## config.mk

```make
export PLATFORM = sky130hd
export DESIGN_NAME = hpm_cfg
export DESIGN_NICKNAME = d
export VERILOG_FILES = /design/src/verilog/hpm_cfg.v /design/src/verilog/hpm_reg8.v
export VERILOG_INCLUDE_DIRS = /design/src /design/src/common
export SDC_FILE = /design/constraint.sdc
export NUM_CORES = 1
export LEC_CHECK = 0
export BUFFER_PORTS_ARGS = -buffer_cell sky130_fd_sc_hd__buf_2
export CAP_MARGIN = 20
export CORE_MARGIN = 2
export CORE_UTILIZATION = 54
export DETAILED_ROUTE_END_ITERATION = 12
export MAX_ROUTING_LAYER = met4
export PLACE_DENSITY = 0.79
export SETUP_SLACK_MARGIN = 0.5
export SLEW_MARGIN = 20
export SYNTH_ARGS = -nofsm -noshare
export SYNTH_HDL_FRONTEND = slang
export SYNTH_SLANG_ARGS = --single-unit
```

## constraint.sdc

```tcl
create_clock -name sys_clk -period 2 [get_ports sys_clk]
set_input_delay 0.1 -clock sys_clk [delete_from_list [all_inputs] [get_ports sys_clk]]
set_output_delay 0.1 -clock sys_clk [all_outputs]
set_load 0.01 [all_outputs]
```

## src/common/hpm_regs.vh

```
// register offsets, field positions and reset values of the hub port map bank
`ifndef HPM_REGS_VH
`define HPM_REGS_VH

// ----------------------------------------
// byte offsets
// ----------------------------------------
`define HPM_OFS_NUMCFG 8'h08
`define HPM_OFS_DIS_SELF 8'h2a
`define HPM_OFS_DIS_BUS 8'h2b
`define HPM_OFS_REMAP12 8'h36
`define HPM_OFS_REMAP3 8'h37
`define HPM_OFS_BOOST_UP 8'hf6
`define HPM_OFS_BOOST_DN 8'hf8
`define HPM_OFS_CTRL 8'hff
`define HPM_PROT_FIRST 8'h00
`define HPM_PROT_LAST 8'hfe

// ----------------------------------------
// field positions
// ----------------------------------------
`define HPM_NUMSEL_BIT 3
`define HPM_UPB_LSB 0
`define HPM_DN2_LSB 2
`define HPM_DN3_LSB 4
`define HPM_ATTACH_BIT 0
`define HPM_SRST_BIT 1
`define HPM_DIS_P1_BIT 1
`define HPM_DIS_P2_BIT 2
`define HPM_DIS_P3_BIT 3

// ----------------------------------------
// writable bits
// ----------------------------------------
`define HPM_WM_NUMCFG 8'h08
`define HPM_WM_BOOST_UP 8'h03
`define HPM_WM_BOOST_DN 8'h3c
`define HPM_WM_DIS 8'h0e
`define HPM_WM_REMAP12 8'hff
`define HPM_WM_REMAP3 8'h0f

// ----------------------------------------
// reset values
// ----------------------------------------
`define HPM_RST_NUMCFG 8'h00
`define HPM_RST_BOOST_UP 8'h00
`define HPM_RST_BOOST_DN 8'h00
`define HPM_RST_DIS 8'h00
`define HPM_RST_REMAP12 8'h21
`define HPM_RST_REMAP3 8'h03
`define HPM_RST_ATTACH 1'b1
`define HPM_RST_SRST 1'b0

`endif

```

## src/verilog/hpm_cfg.v

```verilog
// hub port numbering, drive boost and attach control register bank
//
// The plain strobed port and the register addresses were decided locally.
`timescale 1ns/1ns
`default_nettype none
`include "hpm_regs.vh"

module hpm_cfg (
   input wire sys_clk,
   input wire resetn,
   input wire self_powered,
   input wire [7:0] reg_addr,
   input wire [7:0] reg_wdata,
   input wire reg_wr,
   input wire reg_rd,
   output wire [7:0] reg_rdata,
   output wire port_numbering_select,
   output wire [1:0] upstream_drive_boost,
   output wire [1:0] downstream2_drive_boost,
   output wire [1:0] downstream3_drive_boost,
   output wire usb_attach,
   output wire cfg_write_protect,
   output wire soft_reset_pulse,
   output wire wr_blocked,
   output wire [3:0] port1_logical,
   output wire [3:0] port2_logical,
   output wire [3:0] port3_logical
);

   // ----------------------------------------
   // declarations
   // ----------------------------------------
   reg sp_meta_q;
   reg sp_sync_q;
   reg attach_q;
   reg attach_lock_q;
   reg srst_q;
   reg blocked_q;
   reg [7:0] rdata_q;
   reg [7:0] rdata_d;
   reg [3:0] p1_q;
   reg [3:0] p2_q;
   reg [3:0] p3_q;
   reg [3:0] p1_d;
   reg [3:0] p2_d;
   reg [3:0] p3_d;

   wire sel_numcfg;
   wire sel_dis_self;
   wire sel_dis_bus;
   wire sel_remap12;
   wire sel_remap3;
   wire sel_boost_up;
   wire sel_boost_dn;
   wire sel_ctrl;
   wire prot_hit;
   wire cfg_wr_ok;

   wire [7:0] numcfg;
   wire [7:0] dis_self;
   wire [7:0] dis_bus;
   wire [7:0] remap12;
   wire [7:0] remap3;
   wire [7:0] boost_up;
   wire [7:0] boost_dn;
   wire [7:0] ctrl_rd;
   wire [7:0] dis_mask;

   wire en1;
   wire en2;
   wire en3;

   // ----------------------------------------
   // self-powered pin synchroniser
   // ----------------------------------------
   always @(posedge sys_clk or negedge resetn) begin
      if (!resetn) begin
         sp_meta_q <= 1'b0;
         sp_sync_q <= 1'b0;
      end else begin
         sp_meta_q <= self_powered;
         sp_sync_q <= sp_meta_q;
      end
   end

   // ----------------------------------------
   // address decode
   // ----------------------------------------
   assign sel_numcfg = (reg_addr == `HPM_OFS_NUMCFG);
   assign sel_dis_self = (reg_addr == `HPM_OFS_DIS_SELF);
   assign sel_dis_bus = (reg_addr == `HPM_OFS_DIS_BUS);
   assign sel_remap12 = (reg_addr == `HPM_OFS_REMAP12);
   assign sel_remap3 = (reg_addr == `HPM_OFS_REMAP3);
   assign sel_boost_up = (reg_addr == `HPM_OFS_BOOST_UP);
   assign sel_boost_dn = (reg_addr == `HPM_OFS_BOOST_DN);
   assign sel_ctrl = (reg_addr == `HPM_OFS_CTRL);

   assign prot_hit = (reg_addr <= `HPM_PROT_LAST);

   assign cfg_wr_ok = reg_wr && !(attach_q && prot_hit);

   // ----------------------------------------
   // configuration bytes
   // ----------------------------------------
   // numbering select byte
   hpm_reg8 #(
      .RST_VAL(`HPM_RST_NUMCFG),
      .WR_MASK(`HPM_WM_NUMCFG)
   ) u_numcfg (
      .sys_clk(sys_clk),
      .resetn(resetn),
      .soft_clr(srst_q),
      .wr_en(cfg_wr_ok && sel_numcfg),
      .wr_data(reg_wdata),
      .q(numcfg)
   );

   hpm_reg8 #(
      .RST_VAL(`HPM_RST_DIS),
      .WR_MASK(`HPM_WM_DIS)
   ) u_dis_self (
      .sys_clk(sys_clk),
      .resetn(resetn),
      .soft_clr(srst_q),
      .wr_en(cfg_wr_ok && sel_dis_self),
      .wr_data(reg_wdata),
      .q(dis_self)
   );

   hpm_reg8 #(
      .RST_VAL(`HPM_RST_DIS),
      .WR_MASK(`HPM_WM_DIS)
   ) u_dis_bus (
      .sys_clk(sys_clk),
      .resetn(resetn),
      .soft_clr(srst_q),
      .wr_en(cfg_wr_ok && sel_dis_bus),
      .wr_data(reg_wdata),
      .q(dis_bus)
   );

   hpm_reg8 #(
      .RST_VAL(`HPM_RST_REMAP12),
      .WR_MASK(`HPM_WM_REMAP12)
   ) u_remap12 (
      .sys_clk(sys_clk),
      .resetn(resetn),
      .soft_clr(srst_q),
      .wr_en(cfg_wr_ok && sel_remap12),
      .wr_data(reg_wdata),
      .q(remap12)
   );

   hpm_reg8 #(
      .RST_VAL(`HPM_RST_REMAP3),
      .WR_MASK(`HPM_WM_REMAP3)
   ) u_remap3 (
      .sys_clk(sys_clk),
      .resetn(resetn),
      .soft_clr(srst_q),
      .wr_en(cfg_wr_ok && sel_remap3),
      .wr_data(reg_wdata),
      .q(remap3)
   );

   hpm_reg8 #(
      .RST_VAL(`HPM_RST_BOOST_UP),
      .WR_MASK(`HPM_WM_BOOST_UP)
   ) u_boost_up (
      .sys_clk(sys_clk),
      .resetn(resetn),
      .soft_clr(srst_q),
      .wr_en(cfg_wr_ok && sel_boost_up),
      .wr_data(reg_wdata),
      .q(boost_up)
   );

   hpm_reg8 #(
      .RST_VAL(`HPM_RST_BOOST_DN),
      .WR_MASK(`HPM_WM_BOOST_DN)
   ) u_boost_dn (
      .sys_clk(sys_clk),
      .resetn(resetn),
      .soft_clr(srst_q),
      .wr_en(cfg_wr_ok && sel_boost_dn),
      .wr_data(reg_wdata),
      .q(boost_dn)
   );

   // ----------------------------------------
   // control byte
   // ----------------------------------------
   always @(posedge sys_clk or negedge resetn) begin
      if (!resetn) begin
         attach_q <= `HPM_RST_ATTACH;
         attach_lock_q <= 1'b0;
         srst_q <= `HPM_RST_SRST;
      end else begin
         srst_q <= reg_wr && sel_ctrl && reg_wdata[`HPM_SRST_BIT];
         if (reg_wr && sel_ctrl && !attach_lock_q) begin
            attach_q <= reg_wdata[`HPM_ATTACH_BIT];
            attach_lock_q <= 1'b1;
         end
      end
   end

   assign ctrl_rd = {6'h00, srst_q, attach_q};

   // ----------------------------------------
   // blocked write indication
   // ----------------------------------------
   always @(posedge sys_clk or negedge resetn) begin
      if (!resetn) begin
         blocked_q <= 1'b0;
      end else begin
         blocked_q <= reg_wr && attach_q && prot_hit;
      end
   end

   // ----------------------------------------
   // port numbering
   // ----------------------------------------
   // mask chosen by power source
   assign dis_mask = sp_sync_q ? dis_self : dis_bus;

   assign en1 = !dis_mask[`HPM_DIS_P1_BIT];
   assign en2 = !dis_mask[`HPM_DIS_P2_BIT];
   assign en3 = !dis_mask[`HPM_DIS_P3_BIT];

   always @* begin
      p1_d = 4'h0;
      p2_d = 4'h0;
      p3_d = 4'h0;
      if (numcfg[`HPM_NUMSEL_BIT]) begin
         p1_d = remap12[3:0];
         p2_d = remap12[7:4];
         p3_d = remap3[3:0];
      end else begin
         if (en1) begin
            p1_d = 4'h1;
         end
         if (en2) begin
            p2_d = {3'h0, en1} + 4'h1;
         end
         if (en3) begin
            p3_d = {3'h0, en1} + {3'h0, en2} + 4'h1;
         end
      end
   end

   always @(posedge sys_clk or negedge resetn) begin
      if (!resetn) begin
         p1_q <= 4'h0;
         p2_q <= 4'h0;
         p3_q <= 4'h0;
      end else begin
         p1_q <= p1_d;
         p2_q <= p2_d;
         p3_q <= p3_d;
      end
   end

   // ----------------------------------------
   // read path
   // ----------------------------------------
   always @* begin
      rdata_d = 8'h00;
      case (reg_addr)
         `HPM_OFS_NUMCFG: begin
            rdata_d = numcfg;
         end
         `HPM_OFS_DIS_SELF: begin
            rdata_d = dis_self;
         end
         `HPM_OFS_DIS_BUS: begin
            rdata_d = dis_bus;
         end
         `HPM_OFS_REMAP12: begin
            rdata_d = remap12;
         end
         `HPM_OFS_REMAP3: begin
            rdata_d = remap3;
         end
         `HPM_OFS_BOOST_UP: begin
            rdata_d = boost_up;
         end
         `HPM_OFS_BOOST_DN: begin
            rdata_d = boost_dn;
         end
         `HPM_OFS_CTRL: begin
            rdata_d = ctrl_rd;
         end
         default: begin
            rdata_d = 8'h00;
         end
      endcase
   end

   always @(posedge sys_clk or negedge resetn) begin
      if (!resetn) begin
         rdata_q <= 8'h00;
      end else if (reg_rd) begin
         rdata_q <= rdata_d;
      end else begin
         rdata_q <= 8'h00;
      end
   end

   // ----------------------------------------
   // outputs
   // ----------------------------------------
   assign reg_rdata = rdata_q;

   assign port_numbering_select = numcfg[`HPM_NUMSEL_BIT];

   assign upstream_drive_boost = boost_up[`HPM_UPB_LSB+1:`HPM_UPB_LSB];

   assign downstream2_drive_boost = boost_dn[`HPM_DN2_LSB+1:`HPM_DN2_LSB];

   assign downstream3_drive_boost = boost_dn[`HPM_DN3_LSB+1:`HPM_DN3_LSB];

   assign usb_attach = attach_q;
   assign cfg_write_protect = attach_q;

   assign soft_reset_pulse = srst_q;
   assign wr_blocked = blocked_q;

   assign port1_logical = p1_q;
   assign port2_logical = p2_q;
   assign port3_logical = p3_q;

endmodule

`default_nettype wire

```

## src/verilog/hpm_reg8.v

```verilog
// one configuration byte with write mask, soft clear and async reset
`timescale 1ns/1ns
`default_nettype none

module hpm_reg8 #(
   parameter [7:0] RST_VAL = 8'h00,
   parameter [7:0] WR_MASK = 8'hff
) (
   input wire sys_clk,
   input wire resetn,
   input wire soft_clr,
   input wire wr_en,
   input wire [7:0] wr_data,
   output wire [7:0] q
);

   reg [7:0] byte_q;
   reg [7:0] byte_d;

   // ----------------------------------------
   // next value
   // ----------------------------------------
   always @* begin
      byte_d = byte_q;
      if (soft_clr) begin
         byte_d = RST_VAL;
      end else if (wr_en) begin
         byte_d = (wr_data & WR_MASK) | (byte_q & ~WR_MASK);
      end
   end

   // ----------------------------------------
   // storage
   // ----------------------------------------
   always @(posedge sys_clk or negedge resetn) begin
      if (!resetn) begin
         byte_q <= RST_VAL;
      end else begin
         byte_q <= byte_d;
      end
   end

   assign q = byte_q;

endmodule

`default_nettype wire
```

==> flow_summary_export.csv, run 1 <==
group,metric,value,unit
outcome,status,"complete, no violations",
critical_path,cp-end-kind,"register",
pwr,peakVddDrop,0.000495,V
logic_synthesis,synth_top_family_by_area,"simple AND/OR/NAND/NOR gates",
clock_tree,cts_tree,"built",
timing,setup_viol,0,
clock_tree,postCtsSetupRepairBufs,0,
timing,hold_violations,0,
timing,rsz0062_at_grt,"no",
detailed_routing,drtIter0Drc,177,
logic_synthesis,ys_seq_area_share,53.8,%
logic_synthesis,synth-xor-area-share,0,%
grt,antenna_found_initial,0,
placed_design,gp_congestion,0.948,
floorplanning,die_h,70.4,um
timing,drv_slew,0,
final_layout,area_growth,19.1,%
timing,finClkSkew,2.96,ps
hold_path,hold_path.class,"in2reg",
grt,grt_max_degree,32,
final_layout,drive_gt1_share,31.9,%
logic_synthesis,yosysWarningCount,0,
pwr,p_leak,1.48,nW
critical_path,setup.worst_path.class,"reg2reg",
floorplanning,die_w,70.4,um
floorplanning,num_rows,24,
grt,grt_pass1_wl,8470,um
clock_tree,cts_buffer_depth,2,
final_layout,design_area,0.00284,sq mm
timing,post-route-period-util,71.3,%
final_layout,antenna_cells,0,
timing,min_period,1430,ps
logic_synthesis,synth_nets,234,
floorplanning,start_util,55.5,%
placed_design,dpl.hpwl,3830,um
detailed_routing,drc,0,
detailed_routing,firstDrtPassIters,4,
logic_synthesis,yosys.area_share.simple,20.9,%
floorplanning,dieArea,0.00496,sq mm
final_layout,nNetsFinal,294,
logic_synthesis,synth_compound_area_share,6.41,%
critical_path,cp_max_fo,10,
grt,grtUsageTotal,23.2,%
timing,setup-tns-final,0,ps
clock_tree,numCtsBuffers,5,
detailed_routing,drtAntennaViolNets,0,
hold_path,hold_depth,2,
logic_synthesis,yosysUniqueCellTypes,41,
detailed_routing,post_drt_via_cell_ratio,5.54,
clock_tree,cts_max_level,2,
detailed_routing,routed_wl,5170,um
grt,grt_pass1_vias,1710,
logic_synthesis,synth.cell_area,0.00238,sq mm
logic_synthesis,synthCells,210,
clock_tree,clk_pin_slew_worst_paths,80,ps
clock_tree,root_buffer,"clkbuf_8",
pwr,finalPower,1.98,mW
critical_path,reg2reg_depth,5,
timing,whs,32.6,ps
detailed_routing,num_vias,1783,
logic_synthesis,ys_seq_elements,51,
timing,max_freq,701,MHz
logic_synthesis,synth_fa_ha_area_share,1.58,%
critical_path,cp_data_required_time,2230,ps
logic_synthesis,synth_area_per_cell,11.3,sq um
logic_synthesis,synthMuxAreaShare,14.2,%
placed_design,placed_area,0.00271,sq mm
grt,overflow,0,
critical_path,cp.arrival,1660,ps
clock_tree,clk_latency,300,ps
timing,worst_pin_slew,668,ps
timing,max-slew-margin-rel,55.5,%
floorplanning,pin_count,52,
pwr,powerDensity,699,mW/mm^2
final_layout,fillers,354,
placed_design,port_buffers,51,
clock_tree,clock_sinks,51,
detailed_routing,wl_per_cell,16.0,um
critical_path,crit_path_start_kind,"register",
floorplanning,core-area,0.00429,sq mm
job,maxCapViolations,0,
==> per-layer routing <==
metal	wire, um	part of all wire, %	global-route usage, %	vias up
li1	-	-	-	853
met2	2490	48	35.7	60
met1	2290	44	30.7	862
met4	88	1.7	8.55	0
met3	292	5.7	4.47	8
met5	0	0	-	-
==> repair_timing <==
item / in CTS / in global routing
endpoints found under the setup margin: 0 / 5
endpoints found under the hold margin: 26 / 0
hold buffers: 2 / 0
resized for setup: 0 / 5
==> cells in the mapped netlist <==
library cell   instances  share of area (%)
a221oi_1               1               0.37
o21ai_0                1               0.21
o41ai_2                1               0.68
buf_6                  1               0.47
inv_1                  6               0.95
nand3b_2               1               0.47
dlygate4sd1_1          1               0.37
o22ai_1                1               0.26
nor3_1                 6                1.3
a21oi_1                4               0.84
nor4_4                 1               0.89
nor2_1                24                3.8
or3b_2                 1               0.37
nor4b_1                1               0.37
nand2b_1              19                5.0
a211o_1                2               0.74
mux2i_1               26                 11
nor2b_1                2               0.53
o31ai_1                2               0.63
ha_1                   3                1.6
nor4_1                 1               0.26
or2b_1                 1               0.32
dfstp_2                5                5.5
nand4bb_1              2               0.95
or3_1                  1               0.26
clkbuf_4               1               0.32
and3_1                 3               0.79
nand3_1                3               0.63
and3_2                 1               0.32
buf_4                  1               0.32
nand4_1                4                1.1
and2_1                 8                2.1
a31oi_1                2               0.53
dfrtp_1               46                 48
clkbuf_1               4               0.63
mux2_2                 7                3.3
nand2_1                8                1.3
o21ai_1                1               0.21
nor3b_1                1               0.32
a32oi_1                1               0.37
a22oi_1                5                1.6
==> per-stage QoR <==
step / cells / setup slack [ps] / utilization, %
detailed placement: 313 / 378 / 63.2
floorplan: 210 / 467 / -
finish: 322 / 574 / 66.1
CTS: 322 / 543 / 65.7
global placement: 313 / 446 / 63.2
global route: 322 / 517 / 66.1
==> cell type report <==
type,count,area (sq um),share of cell area [%]
flip-flops and latches,51,1280,45.2
multi-input cells,145,1040,36.6
repair buffers,61,339,11.9
clock buffers,6,82.6,2.91
well taps,52,65.1,2.29
inverters,6,22.5,0.794
clock inverters,1,5.00,0.176
==> flip-flops by register name (all words and copies together), names as in the netlist, 2 cells and up <==
signal / flops
reg_rdata: 8
u_remap12.q: 8
port1_logical: 4
port2_logical: 4
port3_logical: 4
u_boost_dn.q: 4
u_remap3.q: 4
u_dis_bus.q: 3
u_dis_self.q: 3
u_boost_up.q: 2
==> power breakdown <==
group | internal (mW) | switching [mW]
Sequential | 1.10 | 0.0520
Combinational | 0.109 | 0.134
Clock | 0.272 | 0.318
==> logic make-up after synthesis <==
group	Yosys count
compound gates	21
fa+ha+maj	3
buf+inv	14
flops	51
mux	33
simple gates	88
==> path summary, 6_finish.rpt <==
kind | start | end | slack (ps)
setup / recovery | cfg_write_protect | u_remap12.q[5] | 570
hold / removal | reg_wdata[5] | u_remap12.q[5] | 30
setup reg to reg | cfg_write_protect | u_remap12.q[5] | 570
hold reg to reg | sp_meta_q | sp_sync_q | 360
max in group asynchronous | resetn | u_remap12.q[5] | 950
min in group asynchronous | resetn | u_boost_up.q[0] | 360
==> critical path, cell delays in order (launching register included) <==
cell	delay (ps)
dfstp_2	410
or2b_1	270
nor4_4	160
buf_6	200
nor2b_1	60
a211o_1	260
==> placed cells by master (no fill, tap or decap), types with 2 or more instances in the layout <==
| master | instances |
|---|---|
| a211o_1 | 2 |
| a21oi_1 | 4 |
| a22oi_1 | 5 |
| a31oi_1 | 2 |
| and2_1 | 8 |
| and3_1 | 3 |
| buf_2 | 51 |
| buf_4 | 7 |
| clkbuf_8 | 6 |
| dfrtp_1 | 45 |
| dfstp_2 | 5 |
| dlygate4sd3_1 | 2 |
| ha_1 | 3 |
| inv_1 | 6 |
| mux2_2 | 6 |
| mux2i_1 | 25 |
| nand2_1 | 8 |
| nand2b_1 | 19 |
| nand3_1 | 2 |
| nand4_1 | 4 |
| nand4bb_1 | 2 |
| nor2_1 | 24 |
| nor2b_1 | 2 |
| nor3_1 | 6 |
| o31ai_1 | 2 |
(Power assumes the default switching activity.)
==> run 2, diff against run 1 <==
--- a/config.mk
+++ b/config.mk
@@ -9,10 +9,10 @@
 export BUFFER_PORTS_ARGS = -buffer_cell sky130_fd_sc_hd__buf_2
 export CAP_MARGIN = 20
 export CORE_MARGIN = 2
-export CORE_UTILIZATION = 54
+export CORE_UTILIZATION = 48
 export DETAILED_ROUTE_END_ITERATION = 12
 export MAX_ROUTING_LAYER = met4
-export PLACE_DENSITY = 0.79
+export PLACE_DENSITY = 0.75
 export SETUP_SLACK_MARGIN = 0.5
 export SLEW_MARGIN = 20
 export SYNTH_ARGS = -nofsm -noshare
==> constraint.sdc (replaced) <==
create_clock -name sys_clk -period 1.2 [get_ports sys_clk]
set_input_delay 0.06 -clock sys_clk [delete_from_list [all_inputs] [get_ports sys_clk]]
set_output_delay 0.06 -clock sys_clk [all_outputs]
set_load 0.01 [all_outputs]
==> flow_summary_export.csv, run 2 (same netlist as run 1, synthesis figures left out) <==
group,metric,value,unit
outcome,violations,"hold timing, setup timing",
pwr,internal_power,2.93,mW
final_layout,design_area,0.00393,sq mm
clock_tree,clk_pin_slew_worst_paths,90,ps
pwr,p_leak,1.95,nW
placed_design,placed_area,0.00309,sq mm
pwr,peakVddDrop,0.000829,V
grt,antenna_found_initial,0,
grt,grtUsageTotal,28.3,%
clock_tree,cts_max_level,2,
timing,setup_viol,32,
timing,drv_slew,0,
timing,min_period,1510,ps
detailed_routing,post_drt_via_cell_ratio,5.58,
timing,hold_violations,48,
timing,whs,-362,ps
job,maxCapViolations,0,
critical_path,cp_max_fo,6,
floorplanning,die_h,74.5,um
critical_path,setup.worst_path.class,"reg2reg",
outcome,status,"finished with violations",
critical_path,cp-end-kind,"register",
critical_path,worstReg2RegEnd,"u_remap12.q[5]",
critical_path,r2r-start,"cfg_write_protect",
pwr,power_frac_seq,48.2,%
final_layout,antenna_cells,0,
grt,grt_max_degree,39,
critical_path,crit_start,"cfg_write_protect",
clock_tree,cts_buffer_depth,2,
placed_design,port_buffers,51,
pwr,swShare,25.9,%
final_layout,final_cell_mix,"buf_4 (45), dfrtp_1 (43), buf_6 (42)",
pwr,p_sw,1.02,mW
grt,grt_pass1_wl,11000,um
detailed_routing,routed_wl,8060,um
final_layout,drive_gt1_share,59.8,%
floorplanning,dieArea,0.00554,sq mm
final_layout,layout_commonest_cell,"buf_4",
critical_path,reg2reg_depth,5,
pwr,p_comb_share,20.3,%
detailed_routing,drtIter0Drc,148,
final_layout,area_growth,65.1,%
placed_design,dpl.hpwl,4060,um
critical_path,cp_data_required_time,1440,ps
floorplanning,pin_count,52,
timing,setup-tns-final,-6750,ps
critical_path,crit_path_start_kind,"register",
detailed_routing,firstDrtPassIters,4,
timing,post-route-period-util,126,%
timing,max_freq,660,MHz
grt,overflow,0,
timing,rsz0062_at_grt,"yes",
pwr,powerDensity,1010,mW/mm^2
detailed_routing,drc,0,
detailed_routing,num_vias,2249,
placed_design,gp_congestion,0.933,
clock_tree,clock_sinks,51,
critical_path,regToRegSetupSlack,-310,ps
critical_path,endpoint,"u_remap12.q[5]",
critical_path,cp.arrival,1760,ps
floorplanning,num_rows,25,
clock_tree,cts_tree,"built",
clock_tree,postCtsHoldBufs,1,
detailed_routing,drtAntennaViolNets,0,
timing,worst_pin_slew,442,ps
clock_tree,root_buffer,"clkbuf_8",
timing,fin_ws,-314,ps
pwr,power_frac_clock,31.5,%
grt,grt_pass1_vias,2165,
floorplanning,core-area,0.00475,sq mm
clock_tree,numCtsBuffers,5,
floorplanning,start_util,50.1,%
hold_path,hold_path.class,"in2async",
final_layout,nNetsFinal,359,
floorplanning,die_w,74.5,um
detailed_routing,wl_per_cell,20.0,um
clock_tree,clk_latency,310,ps
timing,finClkSkew,6.60,ps
timing,max-slew-margin-rel,70.3,%
[run 2: cell count changes in the layout (fill, tap and decap cells not counted), moves of 6 or more]
cell	before	now
buf_6	1	42
and2_1	8	0
buf_4	7	45
and2_4	0	8
buf_2	51	34
nor2_1	24	18
[run 2: final cells by class]
type,count,area [sq um]
multi-input combinational,145,1370
sequential,51,1290
timing repair buffer,126,1060
fill,254,822
tap,67,83.8
clock buffer,6,82.6
clock inverter,2,35.0
inverter,6,22.5
[run 2: routing by layer]
layer	GRT usage [%]	routed length [um]
met3	5.83	469
met5	-	0
met4	15.3	351
met2	45.6	4090
met1	33.1	3150
[run 2: what timing repair did]
item	in CTS	in global routing
pin swaps	15	10
setup endpoints to repair	78	80
buffers inserted	17	10
resized for setup	78	37
gates cloned	1	0
hold endpoints to repair	49	14
[run 2: worst min path at each step]
stage / slack (ps) / end / startpoint / cells past startpoint
2_1_floorplan: -240 / attach_lock_q / resetn / 0
3_3_place_gp: -20 / port2_logical[2] / resetn / 1
5_1_grt: -330 / reg_rdata[0] / resetn / 1
6_report: -360 / reg_rdata[0] / resetn / 1
4_1_cts: -350 / reg_rdata[0] / resetn / 1
3_5_place_dp: -10 / port2_logical[2] / resetn / 1
[run 2: critical path: stages, from the launching register on]
cell and delay (ps):
dfstp_2 380, or2b_4 280, nor4_4 280, buf_6 190, nor2b_1 50, a211o_1 260
[run 2: power by group through the flow]
stage                     clock network [mW]  registers [mW]  logic, mW
final                                   1.25            1.91      0.805
after detailed placement                   0            1.93      0.518
after floorplan                            0            1.95      0.227
after global routing                    1.31            1.92      0.860
after CTS                               1.24            1.90      0.679
after global placement                     0            1.93      0.507
[run 2: through the flow]
step	worst slack, ps	cells	utilization (%)	power [mW]
global placement	-294	366	65.1	2.44
detailed placement	-324	366	65.1	2.45
CTS	-261	393	77.2	3.82
global route	-384	403	82.7	4.09
finish	-314	403	82.7	3.96
floorplan	-333	210	-	2.18
